[config.mk]
export PLATFORM = sky130hd
export DESIGN_NAME = ethernet_flow_classifier
export DESIGN_NICKNAME = d
export VERILOG_FILES = /design/src/pkg/flow_pkg.sv /design/src/verilog/flow_match_unit.sv /design/src/verilog/ethernet_flow_classifier.sv
export VERILOG_INCLUDE_DIRS = /design/src /design/src/pkg
export SDC_FILE = /design/constraint.sdc
export NUM_CORES = 2
export LEC_CHECK = 0
export BUFFER_PORTS_ARGS = -buffer_cell sky130_fd_sc_hd__buf_4
export CORE_MARGIN = 3
export CORE_UTILIZATION = 29
export DETAILED_ROUTE_END_ITERATION = 8
export GPL_TIMING_DRIVEN = 0
export PLACE_DENSITY_LB_ADDON = 0.15
export SLEW_MARGIN = 20
export SYNTH_ARGS = -nofsm -noshare
export SYNTH_HDL_FRONTEND = slang
export SYNTH_SLANG_ARGS = --single-unit
[constraint.sdc]
create_clock -name clock_in -period 103.3 [get_ports clock_in]
set_input_delay 20.66 -clock clock_in [delete_from_list [all_inputs] [get_ports clock_in]]
set_output_delay 20.66 -clock clock_in [all_outputs]
set_load 0.01 [all_outputs]
[src/pkg/flow_cfg.svh]
// Purpose: Offsets, field positions, reset values and fixed figures of the flow classifier
// Assumes: Byte addresses on a 9-bit register port, one 32-bit word per register
// Notes: Included by the package and by the testbench
`ifndef FLOW_CFG_SVH
`define FLOW_CFG_SVH

`define FLOWS 8
`define LANES 2
`define ADDR_W 9

`define GLOBAL_OFS 9'h000
`define STATUS_OFS 9'h004
`define FLOW_BASE 9'h040
`define FLOW_STRIDE 9'h020
`define FLOW_SLOT_FIRST 4'h2

`define W_CTRL 3'h0
`define W_ADDR_LO 3'h1
`define W_ADDR_HI 3'h2
`define W_FIRST 3'h3
`define W_SECOND 3'h4
`define W_RANGE 3'h5

`define CTRL_ON_BIT 0
`define CTRL_LANE_LSB 1
`define CTRL_COUNT_LSB 3
`define CTRL_K1_BIT 5
`define CTRL_K2_BIT 6
`define CTRL_LT_BIT 7
`define CTRL_VERIFY_BIT 8
`define CTRL_RANGE_LSB 9
`define CTRL_WHICH_LSB 11
`define CTRL_KIND_LSB 13
`define HI_LSB 16
`define GLB_PBB_BIT 16
`define STAT_LANE_BIT 8
`define STAT_COUNT_LSB 16

`define TPID_RESET 16'h0000
`define PBB_RESET 1'b0
`define CTAG_TPID 16'h8100
`define ITAG_TPID 16'h88e7
`define LENGTH_LIMIT 16'h0600

`endif

[src/pkg/flow_pkg.sv]
// Purpose: Types shared by the flow classifier modules
// Assumes: Figures come from flow_cfg.svh
// Notes: Tag info holds a 12-bit identifier in its low bits, or a 24-bit I-tag SID
`include "flow_cfg.svh"
package flow_pkg;
	typedef struct packed {
		logic [15:0] tpid;
		logic [23:0] info;
	} vlan_tag_t;

	typedef struct packed {
		logic valid;
		logic lane;
		logic [47:0] dest_addr;
		logic [47:0] src_addr;
		logic [1:0] tag_count;
		vlan_tag_t tag1;
		vlan_tag_t tag2;
		logic [15:0] type_len;
		logic snap_llc_seen;
	} frame_hdr_t;

	typedef struct packed {
		logic flow_slot_on;
		logic [`LANES-1:0] flow_lane_select;
		logic [1:0] expected_tag_count;
		logic first_tag_kind;
		logic second_tag_kind;
		logic length_type_handling;
		logic tag_value_check_on;
		logic [1:0] tag_range_select;
		logic [1:0] station_addr_which;
		logic [2:0] station_addr_kind;
		logic [47:0] station_addr_value;
		logic [11:0] first_tag_value;
		logic [11:0] first_tag_care_bits;
		logic [11:0] second_tag_value;
		logic [11:0] second_tag_care_bits;
		logic [11:0] tag_range_high;
		logic [11:0] tag_range_low;
	} flow_cfg_t;
endpackage : flow_pkg

[src/verilog/flow_match_unit.sv]
// Purpose: Combinational check of one frame header against one flow set
// Assumes: Header fields settle in the cycle the valid bit is high
// Notes: Result is registered by the caller
module flow_match_unit import flow_pkg::*; (
	// Flow set and globals
	input flow_cfg_t cfg_in,
	input wire logic [15:0] tpid_in,
	input wire logic backbone_in,
	// Parsed header
	input frame_hdr_t hdr_in,
	// Result
	output logic hit_out
);
	function automatic logic tag_ok(input vlan_tag_t t, input logic kind, input logic [11:0] val,
		input logic [11:0] care, input logic [15:0] tpid);
		tag_ok = (kind ? (t.tpid == tpid) : (t.tpid == `CTAG_TPID))
			&& (((t.info[11:0] ^ val) & care) == 12'h000);
	endfunction : tag_ok

	// Top bit stands for the group bit of the address
	function automatic logic addr_hit(input logic [47:0] a, input logic [2:0] kind, input logic [47:0] val);
		addr_hit = (kind[0] && (a == val)) || (kind[1] && !a[47]) || (kind[2] && a[47]);
	endfunction : addr_hit

	wire logic count_ok = hdr_in.tag_count == cfg_in.expected_tag_count;
	wire logic t1_ok = tag_ok(hdr_in.tag1, cfg_in.first_tag_kind, cfg_in.first_tag_value,
		cfg_in.first_tag_care_bits, tpid_in);
	wire logic t2_ok = tag_ok(hdr_in.tag2, cfg_in.second_tag_kind, cfg_in.second_tag_value,
		cfg_in.second_tag_care_bits, tpid_in);
	wire logic plain_ok = !cfg_in.tag_value_check_on || (count_ok
		&& (cfg_in.expected_tag_count == 2'h0 || t1_ok)
		&& (cfg_in.expected_tag_count < 2'h2 || t2_ok));
	wire vlan_tag_t itag = cfg_in.first_tag_kind ? hdr_in.tag1 : hdr_in.tag2;
	wire logic itag_ok = (itag.tpid == `ITAG_TPID)
		&& (itag.info == {cfg_in.tag_range_high, cfg_in.tag_range_low});
	wire logic shape_ok = cfg_in.first_tag_kind ? (hdr_in.tag_count == 2'h1)
		: (hdr_in.tag_count == 2'h2);
	wire logic pbb_vals_ok = !cfg_in.tag_value_check_on || cfg_in.first_tag_kind
		|| tag_ok(hdr_in.tag1, 1'b1, cfg_in.first_tag_value, cfg_in.first_tag_care_bits, tpid_in);
	wire logic tags_ok = backbone_in ? (shape_ok && itag_ok && pbb_vals_ok) : plain_ok;
	wire logic is_length = hdr_in.type_len < `LENGTH_LIMIT;
	wire logic etype_ok = cfg_in.length_type_handling ? (is_length == hdr_in.snap_llc_seen)
		: (!is_length && !hdr_in.snap_llc_seen);
	wire logic da_hit = addr_hit(hdr_in.dest_addr, cfg_in.station_addr_kind, cfg_in.station_addr_value);
	wire logic sa_hit = addr_hit(hdr_in.src_addr, cfg_in.station_addr_kind, cfg_in.station_addr_value);
	logic addr_ok;
	always_comb begin
		unique case (cfg_in.station_addr_which)
			2'h0: addr_ok = da_hit;
			2'h1: addr_ok = sa_hit;
			2'h2: addr_ok = da_hit || sa_hit;
			2'h3: addr_ok = 1'b0;
		endcase
		if (cfg_in.station_addr_kind == 3'h0) begin
			addr_ok = 1'b1;
		end
	end
	wire logic [11:0] range_vid = (cfg_in.tag_range_select == 2'h1) ? hdr_in.tag1.info[11:0]
		: hdr_in.tag2.info[11:0];
	wire logic range_on = !backbone_in && (cfg_in.tag_range_select == 2'h1 || cfg_in.tag_range_select == 2'h2);
	wire logic range_ok = !range_on || (range_vid >= cfg_in.tag_range_low
		&& range_vid <= cfg_in.tag_range_high);
	wire logic applies = cfg_in.flow_slot_on && cfg_in.flow_lane_select[hdr_in.lane];

	assign hit_out = applies && tags_ok && etype_ok && addr_ok && range_ok;
endmodule : flow_match_unit

[src/verilog/ethernet_flow_classifier.sv]
// Purpose: Per-flow Ethernet header classifier with its register port
// Assumes: Parser presents one header per valid cycle; register port is never stalled
// Notes: One cycle from header valid to the registered flow hits
module ethernet_flow_classifier import flow_pkg::*; #(
	parameter bit BACKBONE_CAPABLE = 1'b1
) (
	// Clock and reset
	input wire logic clock_in,
	input wire logic rstn_in,
	// Register port
	input wire logic [`ADDR_W-1:0] reg_addr_in,
	input wire logic [31:0] reg_wdata_in,
	input wire logic reg_wr_in,
	input wire logic reg_rd_in,
	output logic [31:0] reg_rdata_out,
	// Parsed frame header
	input frame_hdr_t hdr_in,
	// Classification result
	output logic [`FLOWS-1:0] flow_hit_out,
	output logic result_valid_out,
	output logic result_lane_out
);
	localparam int NF = `FLOWS;

	// Reset release through two stages
	logic [1:0] rst_sync_q;
	always_ff @(posedge clock_in or negedge rstn_in) begin
		if (!rstn_in) begin
			rst_sync_q <= 2'b00;
		end else begin
			rst_sync_q <= {rst_sync_q[0], 1'b1};
		end
	end
	wire logic rstn_q = rst_sync_q[1];

	function automatic flow_cfg_t put_word(input flow_cfg_t c, input logic [2:0] w, input logic [31:0] d);
		flow_cfg_t r;
		r = c;
		unique case (w)
			`W_CTRL: begin
				r.flow_slot_on = d[`CTRL_ON_BIT];
				r.flow_lane_select = d[`CTRL_LANE_LSB +: `LANES];
				r.expected_tag_count = d[`CTRL_COUNT_LSB +: 2];
				r.first_tag_kind = d[`CTRL_K1_BIT];
				r.second_tag_kind = d[`CTRL_K2_BIT];
				r.length_type_handling = d[`CTRL_LT_BIT];
				r.tag_value_check_on = d[`CTRL_VERIFY_BIT];
				r.tag_range_select = d[`CTRL_RANGE_LSB +: 2];
				r.station_addr_which = d[`CTRL_WHICH_LSB +: 2];
				r.station_addr_kind = d[`CTRL_KIND_LSB +: 3];
			end
			`W_ADDR_LO: r.station_addr_value[31:0] = d;
			`W_ADDR_HI: r.station_addr_value[47:32] = d[15:0];
			`W_FIRST: begin
				r.first_tag_value = d[11:0];
				r.first_tag_care_bits = d[`HI_LSB +: 12];
			end
			`W_SECOND: begin
				r.second_tag_value = d[11:0];
				r.second_tag_care_bits = d[`HI_LSB +: 12];
			end
			`W_RANGE: begin
				r.tag_range_low = d[11:0];
				r.tag_range_high = d[`HI_LSB +: 12];
			end
			default: r = c;
		endcase
		put_word = r;
	endfunction : put_word

	function automatic logic [31:0] get_word(input flow_cfg_t c, input logic [2:0] w);
		logic [31:0] d;
		d = 32'h0000_0000;
		unique case (w)
			`W_CTRL: begin
				d[`CTRL_ON_BIT] = c.flow_slot_on;
				d[`CTRL_LANE_LSB +: `LANES] = c.flow_lane_select;
				d[`CTRL_COUNT_LSB +: 2] = c.expected_tag_count;
				d[`CTRL_K1_BIT] = c.first_tag_kind;
				d[`CTRL_K2_BIT] = c.second_tag_kind;
				d[`CTRL_LT_BIT] = c.length_type_handling;
				d[`CTRL_VERIFY_BIT] = c.tag_value_check_on;
				d[`CTRL_RANGE_LSB +: 2] = c.tag_range_select;
				d[`CTRL_WHICH_LSB +: 2] = c.station_addr_which;
				d[`CTRL_KIND_LSB +: 3] = c.station_addr_kind;
			end
			`W_ADDR_LO: d = c.station_addr_value[31:0];
			`W_ADDR_HI: d[15:0] = c.station_addr_value[47:32];
			`W_FIRST: d = {4'h0, c.first_tag_care_bits, 4'h0, c.first_tag_value};
			`W_SECOND: d = {4'h0, c.second_tag_care_bits, 4'h0, c.second_tag_value};
			`W_RANGE: d = {4'h0, c.tag_range_high, 4'h0, c.tag_range_low};
			default: d = 32'h0000_0000;
		endcase
		get_word = d;
	endfunction : get_word

	// Address decode
	wire logic aligned = reg_addr_in[1:0] == 2'b00;
	wire logic [3:0] slot = reg_addr_in[8:5];
	// Slots past the last flow would alias onto flows 0 to 5 through the 3-bit index
	wire logic in_flows = aligned && (reg_addr_in >= `FLOW_BASE) && (slot < 4'(`FLOW_SLOT_FIRST + `FLOWS));
	wire logic [2:0] flow_idx = 3'(slot - `FLOW_SLOT_FIRST);
	wire logic [2:0] word_idx = reg_addr_in[4:2];
	wire logic hit_global = aligned && (reg_addr_in == `GLOBAL_OFS);
	wire logic hit_status = aligned && (reg_addr_in == `STATUS_OFS);

	// Configuration store and global state
	flow_cfg_t cfg_q [NF];
	wire flow_cfg_t cfg_d [NF];
	logic [15:0] tpid_q;
	logic pbb_q;
	logic [`FLOWS-1:0] hit_q;
	logic valid_q;
	logic lane_q;
	logic [15:0] frames_q;
	logic [31:0] rdata_q;

	wire logic wr_global = reg_wr_in && hit_global;
	wire logic [15:0] tpid_d = wr_global ? reg_wdata_in[15:0] : tpid_q;
	wire logic pbb_d = wr_global ? reg_wdata_in[`GLB_PBB_BIT] : pbb_q;
	// Second comparator instances tie the bit off so it reads zero too
	wire logic backbone_on = pbb_q && BACKBONE_CAPABLE;

	wire logic [`FLOWS-1:0] hit_d;
	genvar g;
	generate
		for (g = 0; g < NF; g++) begin : g_flow
			assign cfg_d[g] = (reg_wr_in && in_flows && flow_idx == 3'(g))
				? put_word(cfg_q[g], word_idx, reg_wdata_in) : cfg_q[g];
			flow_match_unit u_match (
				.cfg_in(cfg_q[g]),
				.tpid_in(tpid_q),
				.backbone_in(backbone_on),
				.hdr_in(hdr_in),
				.hit_out(hit_d[g])
			);
		end
	endgenerate

	wire logic [31:0] global_word = {15'h0000, backbone_on, tpid_q};
	wire logic [31:0] status_word = {frames_q, 7'h00, lane_q, hit_q};
	wire logic [31:0] flow_word = get_word(cfg_q[flow_idx], word_idx);
	wire logic [31:0] rd_mux = hit_global ? global_word
		: hit_status ? status_word
		: in_flows ? flow_word : 32'h0000_0000;
	wire logic [31:0] rdata_d = reg_rd_in ? rd_mux : 32'h0000_0000;
	wire logic [`FLOWS-1:0] hit_next = hdr_in.valid ? hit_d : {`FLOWS{1'b0}};
	wire logic [15:0] frames_d = hdr_in.valid ? 16'(frames_q + 16'h0001) : frames_q;

	always_ff @(posedge clock_in or negedge rstn_q) begin
		if (!rstn_q) begin
			for (int i = 0; i < NF; i++) begin
				cfg_q[i] <= '0;
			end
			tpid_q <= `TPID_RESET;
			pbb_q <= `PBB_RESET;
		end else begin
			for (int i = 0; i < NF; i++) begin
				cfg_q[i] <= cfg_d[i];
			end
			tpid_q <= tpid_d;
			pbb_q <= pbb_d;
		end
	end

	always_ff @(posedge clock_in or negedge rstn_q) begin
		if (!rstn_q) begin
			hit_q <= '0;
			valid_q <= 1'b0;
			lane_q <= 1'b0;
			frames_q <= 16'h0000;
			rdata_q <= 32'h0000_0000;
		end else begin
			hit_q <= hit_next;
			valid_q <= hdr_in.valid;
			lane_q <= hdr_in.valid ? hdr_in.lane : lane_q;
			frames_q <= frames_d;
			rdata_q <= rdata_d;
		end
	end

	assign flow_hit_out = hit_q;
	assign result_valid_out = valid_q;
	assign result_lane_out = lane_q;
	assign reg_rdata_out = rdata_q;

	wire flow_cfg_t c0 = cfg_q[0];
	wire logic hv = hdr_in.valid;
endmodule : ethernet_flow_classifier

==> results.toml <==
[finish]
drive_above_1_share = 0.3109
design_area_sq_mm = 0.09087
seq_area_sq_mm = 0.02916
syn2layout_area_growth_pct = 18.42
layout.nets = 7549
multi_input_area_sq_mm = 0.04410
fillers = 26371
post-route-util = 0.3458

[setup_path]
startpoint_type = "primary input"
reg2reg_from = "tpid_q[8]"
crit_arrival_ps = 26840
cp-startpoint = "reg_addr_in[6]"
crit_fanout = 10
path_class = "primary input to flop"
required_ps = 103960
worstSetupEndpointType = "flop"

[yosys]
synth_flop_cell = "dfrtp_1"
yosys_warnings = 0
syn_area_sq_mm = 0.07673
synth_fp_nets = 7156
yosysSeqAreaShare = 0.3799
synth_cell_types = 81
syn_area_per_cell_sq_um = 11.44
synth-edff-count = 0
ys_ff_latch = 1165
async_flop_share = 1.000
synthCells = 6710

[power]
ir_worst_vdd_uv = 18.26
power.total_mw = 1.348
power.leakage_nw = 40.52
power.density_mw_per_mm2 = 14.83

[place]
gp_congestion = 1.038
hpwlAfterDp_microns = 439100
io_buffers = 116
placed_area_sq_mm = 0.08539

[timing]
worst_slew_pin_slew_ps = 1388
maxSlewViolCount = 0
grt_setup_unrepaired = "false"
tns_ps = 0
min_period_over_period = 0.2535
final.min_clock_period_ps = 26180
timing_hold_violations_final = 0
fin_skew_ps = 38.04
fmax_mhz = 38.19
slew_headroom = 0.06687
setup_viol = 0

[floorplan]
die_w_microns = 520.4
core-area_sq_mm = 0.2627
dieArea_sq_mm = 0.2708
dieHeight_microns = 520.4
top_level_ports = 284
start_util = 0.2920
row_count = 188

[routing]
wirelength_met1_microns = 211700
vias = 67750
drt-pass1-iter-count = 7
wl_met2_microns = 238200
highest_layer = "met5"
viasPerCell = 6.271
wl_per_cell_microns = 52.55
route.met3.wl_microns = 55620
final_antenna_net_count = 0
wirelength_microns = 567700
drt_iter0_markers = 10001
drc = 0

[global_routing]
first_global_vias = 64492
grt_usage = 0.4075
grt.overflow.total = 0
grt_antenna_before_repair = 107
grt_pass1_wl_microns = 710900
grt_start_max_net_pins = 56

[clocking]
cts_root_buffer = "clkbuf_16"
clk_latency_ps = 870
clkSinkCount = 1165
clkTransAtPathRegs_ps = 60
post_cts_buffers = 0
cts_inserted_buffers = 151
h-tree-depth = 4
cts_tree = "yes"
clock_tree.buffer_depth = 3
ctsHoldBuffers = 0
ctsResizeCount = 0

[worst_hold_path]
hold_class = "flop to flop"
hp-start = "rst_sync_q[0]"

[status]
status = "complete, no violations"

[job]
maxCapViolCount = 0
-- logic make-up after synthesis --
kind of cell	share of synthesized area
AO/OA/AOI/OAI	0.06597
XOR/XNOR	0.1268
adder cells (fa/ha/maj)	0.03326
buffers and inverters	0.04619
flip-flops	0.3799
multiplexers	0.2805
other	0.00004887
AND/OR/NAND/NOR	0.06731
-- power by group --
group,total (mW),switching (mW),internal (mW)
combinational,0.257,0.175,0.0816
sequential,0.508,0.0344,0.474
clock,0.583,0.243,0.340
-- metal layers --
| layer | global-route usage | up-vias |
|---|---|---|
| li1 | - | 25124 |
| met1 | 0.4863 | 35597 |
| met2 | 0.5912 | 5210 |
| met3 | 0.1202 | 1779 |
| met4 | 0.3676 | 40 |
| met5 | 0 | - |
-- sequential cells by signal (all words and copies together), names as in the netlist, 2 cells and up --
signal         cells
flow_hit_out       8
rst_sync_q         2
c0               136
frames_q          16
cfg_q            952
tpid_q            16
reg_rdata_out     32
-- cell usage after synthesis, drive strengths merged, types with 7 or more instances --
cell | n | area, sq um
a21boi | 8 | 60.06
inv | 284 | 1066
nand2b | 24 | 150.1
a21oi | 133 | 665.6
mux4 | 277 | 6238
nand3 | 63 | 340.3
xnor2 | 533 | 4668
o2bb2ai | 7 | 61.31
a22o | 17 | 148.9
nor2 | 127 | 576.8
o211ai | 26 | 195.2
mux2 | 1045 | 12180
a222oi | 13 | 130.1
a21o | 20 | 150.1
mux2i | 310 | 3103
o21ai | 236 | 1181
nand4 | 188 | 1176
a2111oi | 17 | 148.9
a31oi | 12 | 90.09
and2 | 14 | 87.58
nand2 | 301 | 1177
o22ai | 74 | 462.9
a22oi | 85 | 638.1
nor3 | 38 | 200.2
and3 | 8 | 50.05
a211oi | 28 | 210.2
ha | 204 | 2552
a221oi | 31 | 271.5
o21a | 10 | 75.07
o2111ai | 10 | 87.58
xor2 | 578 | 5062
or3 | 9 | 56.30
clkbuf | 345 | 1295
nor4 | 145 | 913.4
nor2b | 27 | 168.9
buf | 214 | 1184
o221ai | 11 | 96.34
dfrtp | 1165 | 29150
-- cells in the final DEF, fill, tap and decap left out, types with 24 or more instances in the layout --
cell       instances
nor2_2            24
a21oi_1          133
o21ai_0          230
mux2_2           914
buf_4            147
ha_1             204
mux2_4           110
clkbuf_1         166
a22oi_1           85
nand2b_1          24
clkbuf_8          39
clkbuf_16        153
dfrtp_1         1164
nand4_1          188
o211ai_1          26
nor3_1            35
buf_2            138
mux2i_1          310
buf_12            42
nor2_1            97
nor2b_1           26
nand2_1          294
nor4_1           141
mux4_2           277
o22ai_1           74
xor2_1           578
nand3_1           60
buf_16            78
xnor2_1          533
inv_1            283
diode_2           60
clkbuf_2         207
a221oi_1          31
a211oi_1          27
buf_1             27
-- worst paths after layout --
kind                       depth (start not counted)           endpoint  slack [ps]
max in group asynchronous                          1      rst_sync_q[1]       83620
setup reg to reg                                   9    flow_hit_out[0]       98570
hold / removal                                     0      rst_sync_q[1]         350
hold reg to reg                                    0      rst_sync_q[1]         350
min in group asynchronous                          0         cfg_q[838]         360
setup / recovery                                  12  reg_rdata_out[22]       77120
-- final cells by class --
class / instances / share of cell area
inverters: 284 / 0.01173
plain buffers: 559 / 0.03061
multi-input cells: 4702 / 0.4853
diodes: 60 / 0.001652
clock buffers: 220 / 0.04920
repair buffers: 240 / 0.04300
well taps: 3515 / 0.04840
flip-flops and latches: 1165 / 0.3209
clock inverters: 58 / 0.009225
-- metrics by stage --
stage,std cells,hold WS (ps),setup slack (ps)
after floorplan,6710,331.2,68420
after global placement,10341,336.2,50220
after detailed placement,10464,344.3,76690
after CTS,10742,359.5,77570
after global routing,10755,363.6,77410
final,10803,354.5,77120
-- critical path: stages --
cell and delay, ps:
buf_4 120, buf_6 180, inv_1 890, ha_1 270
buf_2 410, buf_2 410, buf_2 560, buf_1 990
mux2i_1 850, o22ai_1 240, o21ai_0 960, a21oi_1 200
Note: power is estimated with default switching activity, not from simulation.
